--- config.mk ---
export PLATFORM = sky130hd
export DESIGN_NAME = interrupt_vector_priority_map
export DESIGN_NICKNAME = d
export VERILOG_FILES = /design/src/vector_map_pkg.sv /design/src/lowest_index_picker.sv /design/src/interrupt_vector_priority_map.sv
export SDC_FILE = /design/constraint.sdc
export NUM_CORES = 1
export LEC_CHECK = 0
export BUFFER_PORTS_ARGS = -buffer_cell sky130_fd_sc_hd__buf_2
export CAP_MARGIN = 20
export CORE_UTILIZATION = 55
export CTS_BUF_LIST = sky130_fd_sc_hd__clkbuf_8
export CTS_CLUSTER_SIZE = 14
export DETAILED_ROUTE_END_ITERATION = 10
export PLACE_DENSITY_LB_ADDON = 0.3
export SLEW_MARGIN = 20
export SYNTH_ARGS = -nofsm -noshare
export SYNTH_HDL_FRONTEND = slang
export SYNTH_SLANG_ARGS = --single-unit
--- constraint.sdc ---
create_clock -name clk -period 2.1 [get_ports clk]
set_input_delay 0.21 -clock clk [delete_from_list [all_inputs] [get_ports clk]]
set_output_delay 0.21 -clock clk [all_outputs]
set_load 0.02 [all_outputs]
--- src/vector_map_pkg.sv ---
// constants shared by the interrupt vector and priority map
package vector_map_pkg;

    localparam int          NUM_PRIO          = 30;
    localparam int          PRIO_W            = 5;

    // vector addresses
    localparam logic [15:0] VEC_RESET         = 16'h8000;
    localparam logic [15:0] VEC_TRAP          = 16'h8004;
    localparam logic [15:0] VEC_NMI           = 16'h8008;
    localparam logic [15:0] VEC_STEP          = 16'h0004;
    localparam logic [15:0] VEC_LAST          = 16'h807c;
    localparam logic [15:0] VEC_UART_RX       = 16'h8050;

    // priority positions of the sources
    localparam logic [4:0]  PRIO_NMI          = 5'h00;
    localparam logic [4:0]  PRIO_WAKEUP       = 5'h01;
    localparam logic [4:0]  PRIO_CLK          = 5'h02;
    localparam logic [4:0]  PRIO_PORT0        = 5'h03;
    localparam logic [4:0]  PRIO_AUX_TIM      = 5'h04;
    localparam logic [4:0]  PRIO_FAST_IN      = 5'h05;
    localparam logic [4:0]  PRIO_PWM0         = 5'h06;
    localparam logic [4:0]  PRIO_PWM1         = 5'h07;
    localparam logic [4:0]  PRIO_PWM2         = 5'h0f;
    localparam logic [4:0]  PRIO_PWM3         = 5'h10;
    localparam logic [4:0]  PRIO_UART_TX      = 5'h11;
    localparam logic [4:0]  PRIO_UART_RX      = 5'h12;
    localparam logic [4:0]  PRIO_I2C          = 5'h13;
    localparam logic [4:0]  PRIO_ADC          = 5'h16;
    localparam logic [4:0]  PRIO_SYS_TIM      = 5'h17;
    localparam logic [4:0]  PRIO_FLASH        = 5'h18;
    localparam logic [4:0]  PRIO_DALI         = 5'h19;
    localparam logic [4:0]  PRIO_PWM4         = 5'h1a;
    localparam logic [4:0]  PRIO_PWM5         = 5'h1b;

    // reserved slots 8..14, 20, 21, 28, 29
    localparam logic [29:0] RESERVED_MASK     = 30'h3030_7f00;
    // direct wake sources: halt 0,3,5; active-halt 0,1,3,5,19
    localparam logic [29:0] HALT_WAKE_MASK    = 30'h0000_0029;
    localparam logic [29:0] AHALT_WAKE_MASK   = 30'h0008_002b;

    typedef enum logic [2:0] {
        ST_BOOT    = 3'b001,
        ST_IDLE    = 3'b010,
        ST_PRESENT = 3'b100
    } map_state_t;

    // vector slot of a priority number
    function automatic logic [15:0] prio_vector(input logic [4:0] prio);
        prio_vector = VEC_NMI + VEC_STEP * {11'h000, prio};
    endfunction

endpackage

--- src/lowest_index_picker.sv ---
// picks the lowest set bit of the pending vector
`timescale 1ns/1ps
`default_nettype none
module lowest_index_picker
    import vector_map_pkg::*;
(
    input  wire logic [29:0] req,
    output logic             found,
    output logic [4:0]       idx
);

    // scan from the top so the lowest number wins last
    always_comb begin
        found = 1'b0;
        idx   = 5'h00;
        for (int i = NUM_PRIO - 1; i >= 0; i--) begin
            if (req[i]) begin
                found = 1'b1;
                idx   = 5'(i);
            end
        end
    end

endmodule
`default_nettype wire

--- src/interrupt_vector_priority_map.sv ---
// interrupt source to priority and vector map with wake flags
`timescale 1ns/1ps
`default_nettype none
// Operation
// reset at 8000h, trap 8004h, NMI 8008h, priorities 1..29 in 4-byte slots
// NMI is priority 0 at 8008h and wakes from halt and active-halt
// reserved priorities 8-14, 20, 21, 28, 29 never raise a request
// UART receive full uses priority 18 at 8050h, no direct wake
// each port-0 pin can be set to raise an NMI request
// each port-0 pin can be set to raise a maskable request
// among pending maskable requests the lowest priority number goes first
module interrupt_vector_priority_map
    import vector_map_pkg::*;
(
    input  wire logic        clk,
    input  wire logic        reset,
    input  wire logic        core_trap,
    input  wire logic        core_vector_ack,
    input  wire logic        nmi_request,
    input  wire logic        auto_wakeup_source,
    input  wire logic        clock_controller_source,
    input  wire logic [5:0]  port_zero_external_lines,
    input  wire logic [5:0]  port_zero_nmi_enable,
    input  wire logic [5:0]  port_zero_irq_enable,
    input  wire logic        auxiliary_timer_source,
    input  wire logic [5:0]  fast_input_external_lines,
    input  wire logic [5:0]  pwm_state_machine_unit,
    input  wire logic        uart_tx_complete,
    input  wire logic        uart_rx_full,
    input  wire logic        i2c_source,
    input  wire logic        adc_end_of_conversion,
    input  wire logic        system_timer_source,
    input  wire logic        end_of_programming,
    input  wire logic        write_protected_page_attempt,
    input  wire logic        dali_source,
    output logic             vector_valid,
    output logic [15:0]      vector_addr,
    output logic             vector_is_nmi,
    output logic             wake_halt,
    output logic             wake_active_halt
);

    map_state_t  state_r;
    map_state_t  state_nxt;
    logic [29:0] pend_r;
    logic [29:0] pend_nxt;
    logic [29:0] set_req;
    logic [29:0] clr_req;
    logic        trap_pend_r;
    logic        trap_pend_nxt;
    logic        sel_trap_r;
    logic        sel_trap_nxt;
    logic [4:0]  sel_r;
    logic [4:0]  sel_nxt;
    logic [15:0] vector_nxt;
    logic        is_nmi_nxt;
    logic        wake_halt_nxt;
    logic        wake_ahalt_nxt;
    logic        pick_found;
    logic [4:0]  pick_idx;
    logic        port_nmi_hit;
    logic        port_irq_hit;

    // port-0 pins steered by separate enables to the NMI, to their maskable slot, to both or to neither
    // port nmi path
    assign port_nmi_hit = |(port_zero_external_lines & port_zero_nmi_enable);
    // port irq path
    assign port_irq_hit = |(port_zero_external_lines & port_zero_irq_enable);

    // request vector indexed by priority; reserved slots stay zero
    always_comb begin
        set_req               = 30'h0000_0000;
        // nmi at zero
        set_req[PRIO_NMI]     = nmi_request | port_nmi_hit;
        set_req[PRIO_WAKEUP]  = auto_wakeup_source;
        set_req[PRIO_CLK]     = clock_controller_source;
        set_req[PRIO_PORT0]   = port_irq_hit;
        set_req[PRIO_AUX_TIM] = auxiliary_timer_source;
        set_req[PRIO_FAST_IN] = |fast_input_external_lines;
        set_req[PRIO_PWM0]    = pwm_state_machine_unit[0];
        set_req[PRIO_PWM1]    = pwm_state_machine_unit[1];
        set_req[PRIO_PWM2]    = pwm_state_machine_unit[2];
        set_req[PRIO_PWM3]    = pwm_state_machine_unit[3];
        set_req[PRIO_UART_TX] = uart_tx_complete;
        // uart receive slot
        set_req[PRIO_UART_RX] = uart_rx_full;
        set_req[PRIO_I2C]     = i2c_source;
        set_req[PRIO_ADC]     = adc_end_of_conversion;
        set_req[PRIO_SYS_TIM] = system_timer_source;
        set_req[PRIO_FLASH]   = end_of_programming | write_protected_page_attempt;
        set_req[PRIO_DALI]    = dali_source;
        set_req[PRIO_PWM4]    = pwm_state_machine_unit[4];
        set_req[PRIO_PWM5]    = pwm_state_machine_unit[5];
        // reserved slots blocked
        set_req               = set_req & ~RESERVED_MASK;
    end

    // lowest number wins
    lowest_index_picker u_picker (
        .req   (pend_r),
        .found (pick_found),
        .idx   (pick_idx)
    );

    // pending flags: a new request in the ack cycle survives the clear
    always_comb begin
        clr_req = 30'h0000_0000;
        if (state_r == ST_PRESENT && core_vector_ack && !sel_trap_r) begin
            clr_req[sel_r] = 1'b1;
        end
        pend_nxt      = (pend_r & ~clr_req) | set_req;
        trap_pend_nxt = (trap_pend_r & ~(state_r == ST_PRESENT && core_vector_ack && sel_trap_r)) | core_trap;
        // wake is taken from direct sources only; indirect ones come via port 0
        wake_halt_nxt  = |(pend_nxt & HALT_WAKE_MASK);
        wake_ahalt_nxt = |(pend_nxt & AHALT_WAKE_MASK);
    end

    // presentation sequence: reset vector first, then trap, then priorities
    always_comb begin
        state_nxt    = state_r;
        sel_nxt      = sel_r;
        sel_trap_nxt = sel_trap_r;
        vector_nxt   = vector_addr;
        is_nmi_nxt   = vector_is_nmi;
        case (state_r)
            ST_BOOT: begin
                if (core_vector_ack) begin
                    state_nxt = ST_IDLE;
                end
            end
            ST_IDLE: begin
                // trap ahead of nmi
                if (trap_pend_r) begin
                    state_nxt    = ST_PRESENT;
                    sel_trap_nxt = 1'b1;
                    vector_nxt   = VEC_TRAP;
                    is_nmi_nxt   = 1'b0;
                end else if (pick_found) begin
                    // slot from priority
                    state_nxt    = ST_PRESENT;
                    sel_trap_nxt = 1'b0;
                    sel_nxt      = pick_idx;
                    vector_nxt   = prio_vector(pick_idx);
                    is_nmi_nxt   = (pick_idx == PRIO_NMI);
                end
            end
            ST_PRESENT: begin
                // vector held stable until the core takes it
                if (core_vector_ack) begin
                    state_nxt = ST_IDLE;
                end
            end
            default: begin
                state_nxt = ST_IDLE;
            end
        endcase
    end

    // registers only
    always_ff @(posedge clk) begin
        if (reset) begin
            state_r          <= ST_BOOT;
            pend_r           <= 30'h0000_0000;
            trap_pend_r      <= 1'b0;
            sel_trap_r       <= 1'b0;
            sel_r            <= 5'h00;
            vector_addr      <= VEC_RESET;
            vector_is_nmi    <= 1'b0;
            wake_halt        <= 1'b0;
            wake_active_halt <= 1'b0;
        end else begin
            state_r          <= state_nxt;
            pend_r           <= pend_nxt;
            trap_pend_r      <= trap_pend_nxt;
            sel_trap_r       <= sel_trap_nxt;
            sel_r            <= sel_nxt;
            vector_addr      <= vector_nxt;
            vector_is_nmi    <= is_nmi_nxt;
            wake_halt        <= wake_halt_nxt;
            wake_active_halt <= wake_ahalt_nxt;
        end
    end

    // handshake out is combinational
    assign vector_valid = (state_r != ST_IDLE);

    // reset vector check
    a_reset_vector_first: assert property (@(posedge clk) disable iff (reset)
        state_r == ST_BOOT |-> vector_valid && vector_addr == VEC_RESET)
        else $error("reset vector not presented at boot");

    // slot range check
    a_vector_slot_range: assert property (@(posedge clk) disable iff (reset)
        (state_r == ST_PRESENT && !sel_trap_r) |->
            vector_addr == VEC_NMI + VEC_STEP * {11'h000, sel_r} && vector_addr <= VEC_LAST)
        else $error("vector outside its priority slot");

    // nmi vector and wake
    a_nmi_vector_wake: assert property (@(posedge clk) disable iff (reset)
        (state_r == ST_IDLE && pend_r[0] && !trap_pend_r) |=>
            vector_addr == VEC_NMI && vector_is_nmi && wake_halt && wake_active_halt)
        else $error("nmi not presented at its vector or without wake");

    // reserved never pending
    a_reserved_quiet: assert property (@(posedge clk) disable iff (reset)
        (pend_r & RESERVED_MASK) == 30'h0000_0000)
        else $error("reserved slot raised a request");

    // uart receive vector and no direct wake
    a_uart_rx_slot: assert property (@(posedge clk) disable iff (reset)
        (pend_r == (30'h0000_0001 << PRIO_UART_RX) && set_req == 30'h0000_0000 && state_r == ST_IDLE
            && !trap_pend_r) |=>
            vector_addr == VEC_UART_RX && !wake_halt && !wake_active_halt)
        else $error("uart receive mapped wrongly or woke directly");

    // port pin to nmi
    a_port_nmi_route: assert property (@(posedge clk) disable iff (reset)
        port_nmi_hit |=> pend_r[0] ##0 wake_halt)
        else $error("port pin did not raise nmi");

    // port pin to maskable slot
    a_port_irq_route: assert property (@(posedge clk) disable iff (reset)
        port_irq_hit |=> pend_r[3] && wake_halt)
        else $error("port pin did not raise its request");

    // nothing lower was pending when a slot was chosen
    a_lowest_first: assert property (@(posedge clk) disable iff (reset)
        (state_r == ST_IDLE && !trap_pend_r && pick_found) |=>
            ($past(pend_r) & ((30'h0000_0001 << sel_r) - 30'h0000_0001)) == 30'h0000_0000)
        else $error("a lower priority number was skipped");

endmodule
`default_nettype wire

==> flow_summary_export.csv, run 1 <==
group,metric,value,unit
yosys,syn_area,2532,sq um
clock_tree,hold_buffers,0,
sta,setup_slack,95.54,ps
detailed_routing,drc,0,
placed_design,io_buffers,55,
setup_path,crit_type,"reg -> reg",
yosys,async_flop_share,0,
yosys,synth_area_per_cell,8.169,sq um
yosys,synth_flop_cell,"dfxtp_1",
sta,maxSlewViolCount,0,
floorplan,rows,24,
yosys,ys_warn_count,0,
placed_design,place_hpwl,4.820,mm
clock_tree,clock_latency,300,ps
sta,setup_violations,0,
setup_path,arrival,2210,ps
clock_tree,path_clk_slew,80,ps
min_path,holdPathEnd,"pend_r[2]",
yosys,ys_seq_area_frac,0.3874,
setup_path,cp-start-kind,"flop",
sta,fin_setup_tns,0,ps
detailed_routing,drtIter0Drc,202,
min_path,hold_path.class,"in -> reg",
clock_tree,root_buffer,"clkbuf_8",
sta,hold_violations,0,
sta,skew,4.094,ps
floorplan,die_area,4880,sq um
floorplan,core_area,4384,sq um
cells_and_area,layout_common_cells,"buf_2 (55), dfxtp_1 (48), nor2_1 (45), a21oi_1 (43), nand2_1 (25)",
yosys,synth_edf_count,0,
sta,fin_crit_sh,0.9545,
setup_path,reg2reg_slack,100,ps
cells_and_area,drive_above_1_share,0.2734,
placed_design,place_congestion,0.9536,
setup_path,reg2reg_depth,6,
setup_path,worstPathRequired,2300,ps
detailed_routing,dr.pass1.iters,4,
power,powerDensity,605.2,nW/um^2
detailed_routing,routed_wl,6.353,mm
cells_and_area,diodes,0,
floorplan,die_w,69.86,um
detailed_routing,final_antenna_net_count,0,
min_path,hp-start,"clock_controller_source",
outcome,status,"finished clean",
yosys,ys_ff_latch,49,
sta,worst_pin_slew,546.9,ps
global_route,grt_pass1_wl,10.27,mm
clock_tree,h-tree-depth,2,
clock_tree,cts_buffer_depth,2,
global_route,grt_pass1_vias,2258,
yosys,synth_cell_types,56,
sta,relSlewSlack,0.6346,
setup_path,cp-end-kind,"flop",
yosys,syn_inst,310,
cells_and_area,area_growth,20.75,%
cells_and_area,finalNetCount,429,
power,p_leak,1.247,nW
global_route,antenna_found_initial,0,
power,ir_drop,500.8,uV
clock_tree,clkSinkCount,49,
detailed_routing,vias,2546,
global_route,grt.total_usage,0.2644,
detailed_routing,vias_per_cell,5.839,
min_path,hold_path_depth,3,
sta,post-route-min-period,2004,ps
floorplan,io_pins,66,
setup_path,r2r_start,"pend_r[27]",
cells_and_area,layout_commonest_cell,"buf_2",
floorplan,die_y,69.86,um
clock_tree,cts_tree,"done",
setup_path,r2r_end,"vector_addr[4]",
floorplan,start_util,0.5776,
setup_path,worstPathMaxFanout,5,
detailed_routing,wl_per_cell,14.57,um
placed_design,dp_slack,47.41,ps
cells_and_area,fillers,363,
flow_run,cap_violations,0,
clock_tree,cts_buffers,5,
global_route,grt_max_degree,50,
sta,fmax,498.9,MHz
global_route,grt_overflow_total,0,
## registers in the layout, indices dropped and copies added, names as in the netlist
register and count:
vector_is_nmi 1, sel_trap_r 1, pend_r 30, wake_active_halt 1, sel_r 5, trap_pend_r 1, vector_addr 6, state_r 3
wake_halt 1
## synth_stat cells (2+ instances only)
cell	n	share of area
o31ai_1	2	0.0059
a22oi_1	7	0.021
a222oi_1	2	0.0079
nor3_1	6	0.012
nor3b_1	4	0.012
nor2_1	45	0.067
nor4_1	4	0.0099
or4_4	2	0.0089
a22o_1	2	0.0069
o21ai_2	2	0.0069
clkbuf_1	7	0.010
or4_1	2	0.0059
conb_1	2	0.0030
dfxtp_1	49	0.39
nand2_1	25	0.037
a2111oi_2	2	0.012
o21ai_0	9	0.018
nor4_2	4	0.020
a311oi_1	3	0.010
nand3b_1	3	0.0089
nand3_1	3	0.0059
a31oi_1	2	0.0049
nor2b_1	3	0.0074
and2b_1	2	0.0059
nand4_1	2	0.0049
and3_1	2	0.0049
o21a_1	2	0.0059
inv_1	16	0.024
a211oi_1	5	0.015
nand2b_1	13	0.032
buf_4	11	0.033
a21oi_1	43	0.085
## through the flow
stage	cells	cell area, sq um	power (mW)	hold WS [ps]	util
5_1_grt	436	3058	1.940	105.0	0.6975
4_1_cts	434	3017	1.851	103.9	0.6881
3_3_place_gp	426	2937	1.331	415.5	0.6698
3_5_place_dp	426	2937	1.340	422.5	0.6698
2_1_floorplan	318	2562	1.234	327.4	-
6_report	436	3058	1.851	111.3	0.6975
## per-layer routing
layer  up-vias  global-route usage  share of wire
li1       1235                   -              -
met5         -                   0              0
met4         0              0.1067          0.019
met1      1207              0.3233           0.43
met3        12             0.05195          0.058
met2        92              0.4541           0.50
## cell type report
type	count	area [sq um]	share of cell area
multi-input cells	235	1438	0.4701
flip-flops and latches	49	982.2	0.3212
repair buffers	76	432.9	0.1416
clock buffers	5	68.82	0.02250
well taps	52	65.06	0.02128
inverters	16	60.06	0.01964
clock inverters	3	11.26	0.003682
## cell families (layout without fill, tap and decap cells)
kind of cell | after synthesis | count (layout) | synth area share
xor+xnor | 2 | 2 | 0.006918
compound gates | 90 | 90 | 0.2327
other cells | 2 | 10 | 0.002966
buf+inv | 34 | 100 | 0.06670
flops | 49 | 49 | 0.3874
simple gates | 133 | 133 | 0.3034
## worst max-delay path, stage by stage (launching register included)
cell and delay [ps]:
dfxtp_1 410, nor2_1 70, o311ai_0 360, a311oi_2 200, or3_2 540, xnor2_1 150
a22o_1 190
## power breakdown
part / internal [mW] / total (mW) / switching [mW]
Sequential: 0.970 / 1.02 / 0.0480
Combinational: 0.143 / 0.312 / 0.169
Clock: 0.223 / 0.521 / 0.298
## worst max-delay path by stage
| stage | from | endpoint | slack, ps | cells after the start |
|---|---|---|---|---|
| after floorplan | pend_r[15] | vector_addr[6] | 250 | 5 |
| after global placement | pend_r[3] | vector_addr[4] | 80 | 6 |
| after detailed placement | pend_r[15] | vector_addr[6] | 50 | 5 |
| after CTS | pend_r[3] | vector_addr[5] | 30 | 6 |
| after global routing | pend_r[24] | vector_addr[6] | -10 | 6 |
| final | pend_r[27] | vector_addr[4] | 100 | 6 |
## repair_timing
item | CTS | global route
setup endpoints to repair | 0 | 11
buffers inserted | 0 | 2
gates resized for setup | 0 | 5
No activity file was read; power rests on OpenSTA's default activity.
==> inputs of run 2 (changes only) <==
--- a/config.mk
+++ b/config.mk
@@ -11,6 +11,7 @@
 export CTS_BUF_LIST = sky130_fd_sc_hd__clkbuf_8
 export CTS_CLUSTER_SIZE = 14
 export DETAILED_ROUTE_END_ITERATION = 10
+export MAX_ROUTING_LAYER = met4
 export PLACE_DENSITY_LB_ADDON = 0.3
 export SLEW_MARGIN = 20
 export SYNTH_ARGS = -nofsm -noshare
==> run 2 against run 1 <==
Against the previous run: via count decreased by 1.6%; largest power group unchanged; first-iteration DRC count down 32%; critical path depth unchanged; critical endpoint unchanged; register-to-register slack barely moved; largest cell class unchanged.
==> flow_summary_export.csv, run 2 (synthesis gave the netlist of run 1 again) <==
group,metric,value,unit
cells_and_area,final_area,3099,sq um
placed_design,dp.cells,425,
setup_path,reg2reg_slack,100,ps
min_path,hold_path_depth,3,
floorplan,die_area,4880,sq um
global_route,grt_max_degree,50,
detailed_routing,wl_per_cell,14.91,um
floorplan,start_util,0.5776,
outcome,status,"finished clean",
sta,fin_crit_sh,0.9506,
sta,finalHoldWorstSlack,104.8,ps
placed_design,place_hpwl,4.892,mm
floorplan,die_y,69.86,um
cells_and_area,layout_common_cells,"buf_2 (55), dfxtp_1 (48), nor2_1 (45), a21oi_1 (43), nand2_1 (25)",
power,powerDensity,683.7,nW/um^2
min_path,hold_path.class,"in -> reg",
sta,worst_pin_slew,534.3,ps
detailed_routing,wl_met1,2.724,mm
cells_and_area,fin_util,0.7069,
floorplan,core_area,4384,sq um
cells_and_area,drive_above_1_share,0.2749,
placed_design,place_area,2929,sq um
cells_and_area,reg.largest.list,"pend_r (30), vector_addr (6), sel_r (5)",
floorplan,io_pins,66,
sta,maxSlewViolCount,0,
sta,setup_violations,0,
detailed_routing,drtIter0Drc,137,
clock_tree,cts_buffers,5,
cells_and_area,finalNetCount,427,
placed_design,place_congestion,0.9241,
sta,hold_violations,0,
setup_path,reg2reg_depth,6,
power,clockPowerShare,0.371,
clock_tree,h-tree-depth,2,
detailed_routing,drc,0,
cells_and_area,fillers,370,
setup_path,r2r_end,"vector_addr[4]",
sta,post-route-min-period,1996,ps
cells_and_area,area_growth,22.38,%
detailed_routing,vias,2506,
clock_tree,cts_buffer_depth,2,
detailed_routing,top_layer_used,"met4",
floorplan,rows,24,
clock_tree,clkSinkCount,49,
cells_and_area,top_register,"pend_r",
floorplan,die_w,69.86,um
setup_path,crit_type,"reg -> reg",
setup_path,arrival,2200,ps
power,finalPower,2.119,mW
global_route,grt_pass1_vias,2307,
detailed_routing,final_antenna_net_count,0,
sta,relSlewSlack,0.6431,
setup_path,worstPathMaxFanout,5,
clock_tree,root_buffer,"clkbuf_8",
sta,rsz0062_at_grt,"false",
power,p_int,1.585,mW
setup_path,worstPathRequired,2310,ps
detailed_routing,dr.pass1.iters,5,
global_route,grt.total_usage,0.2794,
detailed_routing,vias_per_cell,5.774,
cells_and_area,final_cells,434,
global_route,antenna_found_initial,0,
sta,fin_setup_tns,0,ps
power,ir_drop,528.2,uV
cells_and_area,layout_commonest_cell,"buf_2",
power,p_comb_frac,0.146,
detailed_routing,wl_met3,454,um
cells_and_area,diodes,0,
global_route,grt_overflow_total,0,
min_path,holdPathEnd,"pend_r[7]",
placed_design,dp_slack,53.14,ps
cells_and_area,largest_register_ffs,30,
setup_path,cp-end-kind,"flop",
clock_tree,clock_latency,300,ps
placed_design,io_buffers,55,
setup_path,r2r_start,"pend_r[27]",
sta,fmax,500.9,MHz
flow_run,cap_violations,0,
global_route,grt_pass1_wl,10.49,mm
detailed_routing,routed_wl,6.473,mm
sta,skew,5.084,ps
power,p_leak,1.261,nW
setup_path,cp-start-kind,"flop",
detailed_routing,met2_length,3.180,mm
clock_tree,path_clk_slew,90,ps
clock_tree,cts_tree,"done",
power,switching_share,0.2520,
power,power_switching,0.5341,mW
power,sequentialPowerShare,0.483,
min_path,hp-start,"pwm_state_machine_unit[1]",
sta,setup_slack,103.8,ps
## run 2: worst max path at each step
stage                          start              to  depth (start not counted)
after floorplan           pend_r[15]  vector_addr[6]                          5
after global placement     pend_r[3]  vector_addr[4]                          6
after detailed placement   pend_r[3]  vector_addr[4]                          6
after CTS                  pend_r[3]  vector_addr[4]                          6
after global routing      pend_r[24]  vector_addr[2]                          5
final                     pend_r[27]  vector_addr[4]                          6
## run 2: layout make-up
type | instances | area (sq um) | share of cell area
well taps | 52 | 65.06 | 0.02099
clock inverters | 3 | 65.06 | 0.02099
multi-input cells | 235 | 1440 | 0.4647
inverters | 16 | 60.06 | 0.01938
clock buffers | 5 | 68.82 | 0.02220
flip-flops and latches | 49 | 982.2 | 0.3169
repair buffers | 74 | 417.9 | 0.1348
## run 2: worst max-delay path, stage by stage, from the launching register on
cell,delay [ps]
dfxtp_1,400
nor2_1,70
o311ai_0,370
a311oi_2,190
or3_2,530
xnor2_1,150
a22o_1,190
## run 2: what timing repair did
item / in CTS / in global routing
hold buffers: 0 / 0
setup buffers: 0 / 1
endpoints found under the setup margin: 0 / 10
gates resized for setup: 0 / 5
hold endpoints to repair: 0 / 0
## run 2: layer usage
layer / up-vias / track usage
li1: 1236 / -
met4: 0 / 0.08667
met5: - / -
met1: 1143 / 0.3401
met3: 13 / 0.04906
met2: 114 / 0.4722
## run 2: power by group through the flow
| stage | clock [mW] | sequential (mW) | combinational (mW) |
|---|---|---|---|
| floorplan | 0 | 1.04 | 0.194 |
| global placement | 0 | 1.04 | 0.295 |
| detailed placement | 0 | 1.04 | 0.301 |
| CTS | 0.802 | 1.02 | 0.303 |
| global route | 0.842 | 1.03 | 0.338 |
| finish | 0.786 | 1.02 | 0.310 |
==> inputs of run 3 (changes only) <==
--- a/config.mk
+++ b/config.mk
@@ -7,12 +7,15 @@
 export LEC_CHECK = 0
 export BUFFER_PORTS_ARGS = -buffer_cell sky130_fd_sc_hd__buf_2
 export CAP_MARGIN = 20
-export CORE_UTILIZATION = 55
+export CELL_PAD_IN_SITES_DETAIL_PLACEMENT = 1
+export CELL_PAD_IN_SITES_GLOBAL_PLACEMENT = 1
+export CORE_UTILIZATION = 40
 export CTS_BUF_LIST = sky130_fd_sc_hd__clkbuf_8
 export CTS_CLUSTER_SIZE = 14
 export DETAILED_ROUTE_END_ITERATION = 10
 export MAX_ROUTING_LAYER = met4
 export PLACE_DENSITY_LB_ADDON = 0.3
+export REMOVE_ABC_BUFFERS = 1
 export SLEW_MARGIN = 20
 export SYNTH_ARGS = -nofsm -noshare
 export SYNTH_HDL_FRONTEND = slang
==> run 3 against run 2 <==
Against the previous run: critical path depth shrank 1; non-clock buffer count is 1 higher; cell count increased by 5.5%; total power fell by 4.2%; sequential cell count unchanged; first-iteration DRC count is 14% lower; fmax hardly changed; count of clock-buffer cells in the layout grew 1; worst hold slack better by 1.4 ps; cell area up 1.3%; critical endpoint is now vector_addr[2].
==> flow_summary_export.csv, run 3 (synthesis gave the netlist of run 1 again) <==
group,metric,value,unit
global_route,grt_pass1_wl,11.56,mm
setup_path,worstPathRequired,2330,ps
detailed_routing,routed_wl,7.467,mm
sta,skew,2.146,ps
clock_tree,cts_tree,"done",
power,p_int,1.495,mW
floorplan,die_y,81.57,um
power,switching_share,0.2634,
flow_run,cap_violations,0,
cells_and_area,diodes,0,
clock_tree,clkSinkCount,49,
floorplan,die_area,6654,sq um
cells_and_area,fin_util,0.5208,
setup_path,arrival,2220,ps
detailed_routing,vias_per_cell,5.515,
min_path,holdPathEnd,"pend_r[25]",
sta,fmax,500.5,MHz
clock_tree,clock_latency,300,ps
setup_path,reg2reg_depth,5,
min_path,hp-start,"dali_source",
power,powerDensity,646.7,nW/um^2
cells_and_area,largest_register_ffs,30,
floorplan,io_pins,66,
cells_and_area,finalNetCount,428,
clock_tree,hold_buffers,0,
setup_path,worstPathMaxFanout,6,
detailed_routing,vias,2526,
sta,hold_violations,0,
cells_and_area,final_cells,458,
sta,fin_crit_sh,0.9515,
setup_path,r2r_end,"vector_addr[2]",
sta,relSlewSlack,0.6030,
setup_path,reg2reg_slack,100,ps
cells_and_area,area_growth,23.91,%
power,power_switching,0.5346,mW
setup_path,crit_type,"reg -> reg",
global_route,grt_pass1_vias,2482,
cells_and_area,reg.largest.list,"pend_r (30), vector_addr (6), sel_r (5)",
cells_and_area,fillers,764,
clock_tree,h-tree-depth,2,
setup_path,crit_start,"pend_r[24]",
power,ir_drop,449.3,uV
detailed_routing,wl_per_cell,16.30,um
power,clockPowerShare,0.342,
sta,setup_violations,0,
sta,post-route-min-period,1998,ps
global_route,grt.total_usage,0.2423,
clock_tree,cts_buffers,5,
floorplan,start_util,0.4203,
placed_design,dp.cells,449,
sta,worst_pin_slew,591.0,ps
outcome,status,"finished clean",
sta,fin_setup_tns,0,ps
cells_and_area,layout_common_cells,"buf_2 (55), dfxtp_1 (47), nor2_1 (45), a21oi_1 (43), nand2_1 (25)",
min_path,hold_path_depth,3,
sta,finalHoldWorstSlack,106.2,ps
power,sequentialPowerShare,0.504,
sta,rsz0062_at_grt,"false",
setup_path,cp-start-kind,"flop",
floorplan,die_w,81.57,um
detailed_routing,final_antenna_net_count,0,
clock_tree,path_clk_slew,90,ps
detailed_routing,drc,0,
global_route,grt_overflow_total,0,
placed_design,place_congestion,0.8580,
floorplan,rows,28,
placed_design,place_hpwl,5.740,mm
power,p_leak,1.266,nW
global_route,antenna_found_initial,0,
global_route,grt_max_degree,50,
sta,maxSlewViolCount,0,
clock_tree,root_buffer,"clkbuf_8",
setup_path,slowest_stage,"or4_4",
cells_and_area,drive_above_1_share,0.2794,
min_path,hold_path.class,"in -> reg",
clock_tree,cts_buffer_depth,2,
power,p_comb_frac,0.154,
setup_path,max_stage_delay,560,ps
floorplan,core_area,6026,sq um
detailed_routing,dr.pass1.iters,4,
placed_design,io_buffers,55,
setup_path,cp-end-kind,"flop",
setup_path,cp_cell_sequence,"or3_1, o221ai_1, a311oi_1, or4_4, a221oi_2",
setup_path,r2r_start,"pend_r[24]",
detailed_routing,drtIter0Drc,118,
cells_and_area,top_register,"pend_r",
cells_and_area,layout_commonest_cell,"buf_2",
-- run 3: changes by cell type in the layout (fill, tap and decap cells not counted), sizes merged --
cell,change
bufinv,-1
clkinv,-1
clkbuf,+1
inv,+1
buf,+1
-- run 3: timing repair --
item | 4_1_cts | 5_1_grt
resized for setup | 0 | 9
buffers inserted | 0 | 1
endpoints found under the setup margin | 0 | 10
hold endpoints to repair | 0 | 0
-- run 3: power groups by stage --
stage	clock [mW]	combinational, mW	sequential (mW)
6_report	0.694	0.313	1.02
5_1_grt	0.748	0.347	1.03
4_1_cts	0.713	0.307	1.02
3_5_place_dp	0	0.306	1.04
3_3_place_gp	0	0.297	1.04
2_1_floorplan	0	0.167	1.04
-- run 3: cell type report --
cell class	instances	area, sq um	area share
multi-input combinational	235	1459	0.4649
clock buffer	6	82.58	0.02632
sequential	49	983.4	0.3134
timing repair buffer	75	425.4	0.1356
inverter	16	60.06	0.01914
clock inverter	2	33.78	0.01077
tap	75	93.84	0.02990
-- run 3: worst max-delay path by stage --
stage | slack, ps | cells past startpoint | endpoint
final | 100 | 5 | vector_addr[2]
after global routing | 2 | 6 | vector_addr[4]
after CTS | 40 | 6 | vector_addr[4]
after floorplan | 250 | 5 | vector_addr[6]
after detailed placement | 50 | 6 | vector_addr[4]
after global placement | 120 | 6 | vector_addr[4]
-- run 3: worst max-delay path: cells and delay by family (launching register included) --
| family | cells | cell delay [ps] |
|---|---|---|
| flip-flops | 1 | 350 |
| AO/OA/AOI/OAI | 3 | 630 |
| AND/OR/NAND/NOR | 2 | 940 |
-- run 3: routing by layer --
| layer | track usage | share of wire | vias up |
|---|---|---|---|
| met2 | 0.4050 | 0.49 | 61 |
| met5 | - | 0 | - |
| li1 | - | - | 1240 |
| met1 | 0.2844 | 0.44 | 1208 |
| met4 | 0.09298 | 0.027 | 0 |
| met3 | 0.05111 | 0.045 | 17 |
-- run 3: stage by stage --
step | total power, mW | instance area, sq um | setup WS [ps]
after floorplan | 1.208 | 2454 | 246.3
after global placement | 1.336 | 2965 | 119.6
after detailed placement | 1.347 | 2965 | 48.15
after CTS | 2.040 | 3082 | 37.18
after global routing | 2.125 | 3138 | 1.910
final | 2.029 | 3138 | 101.9
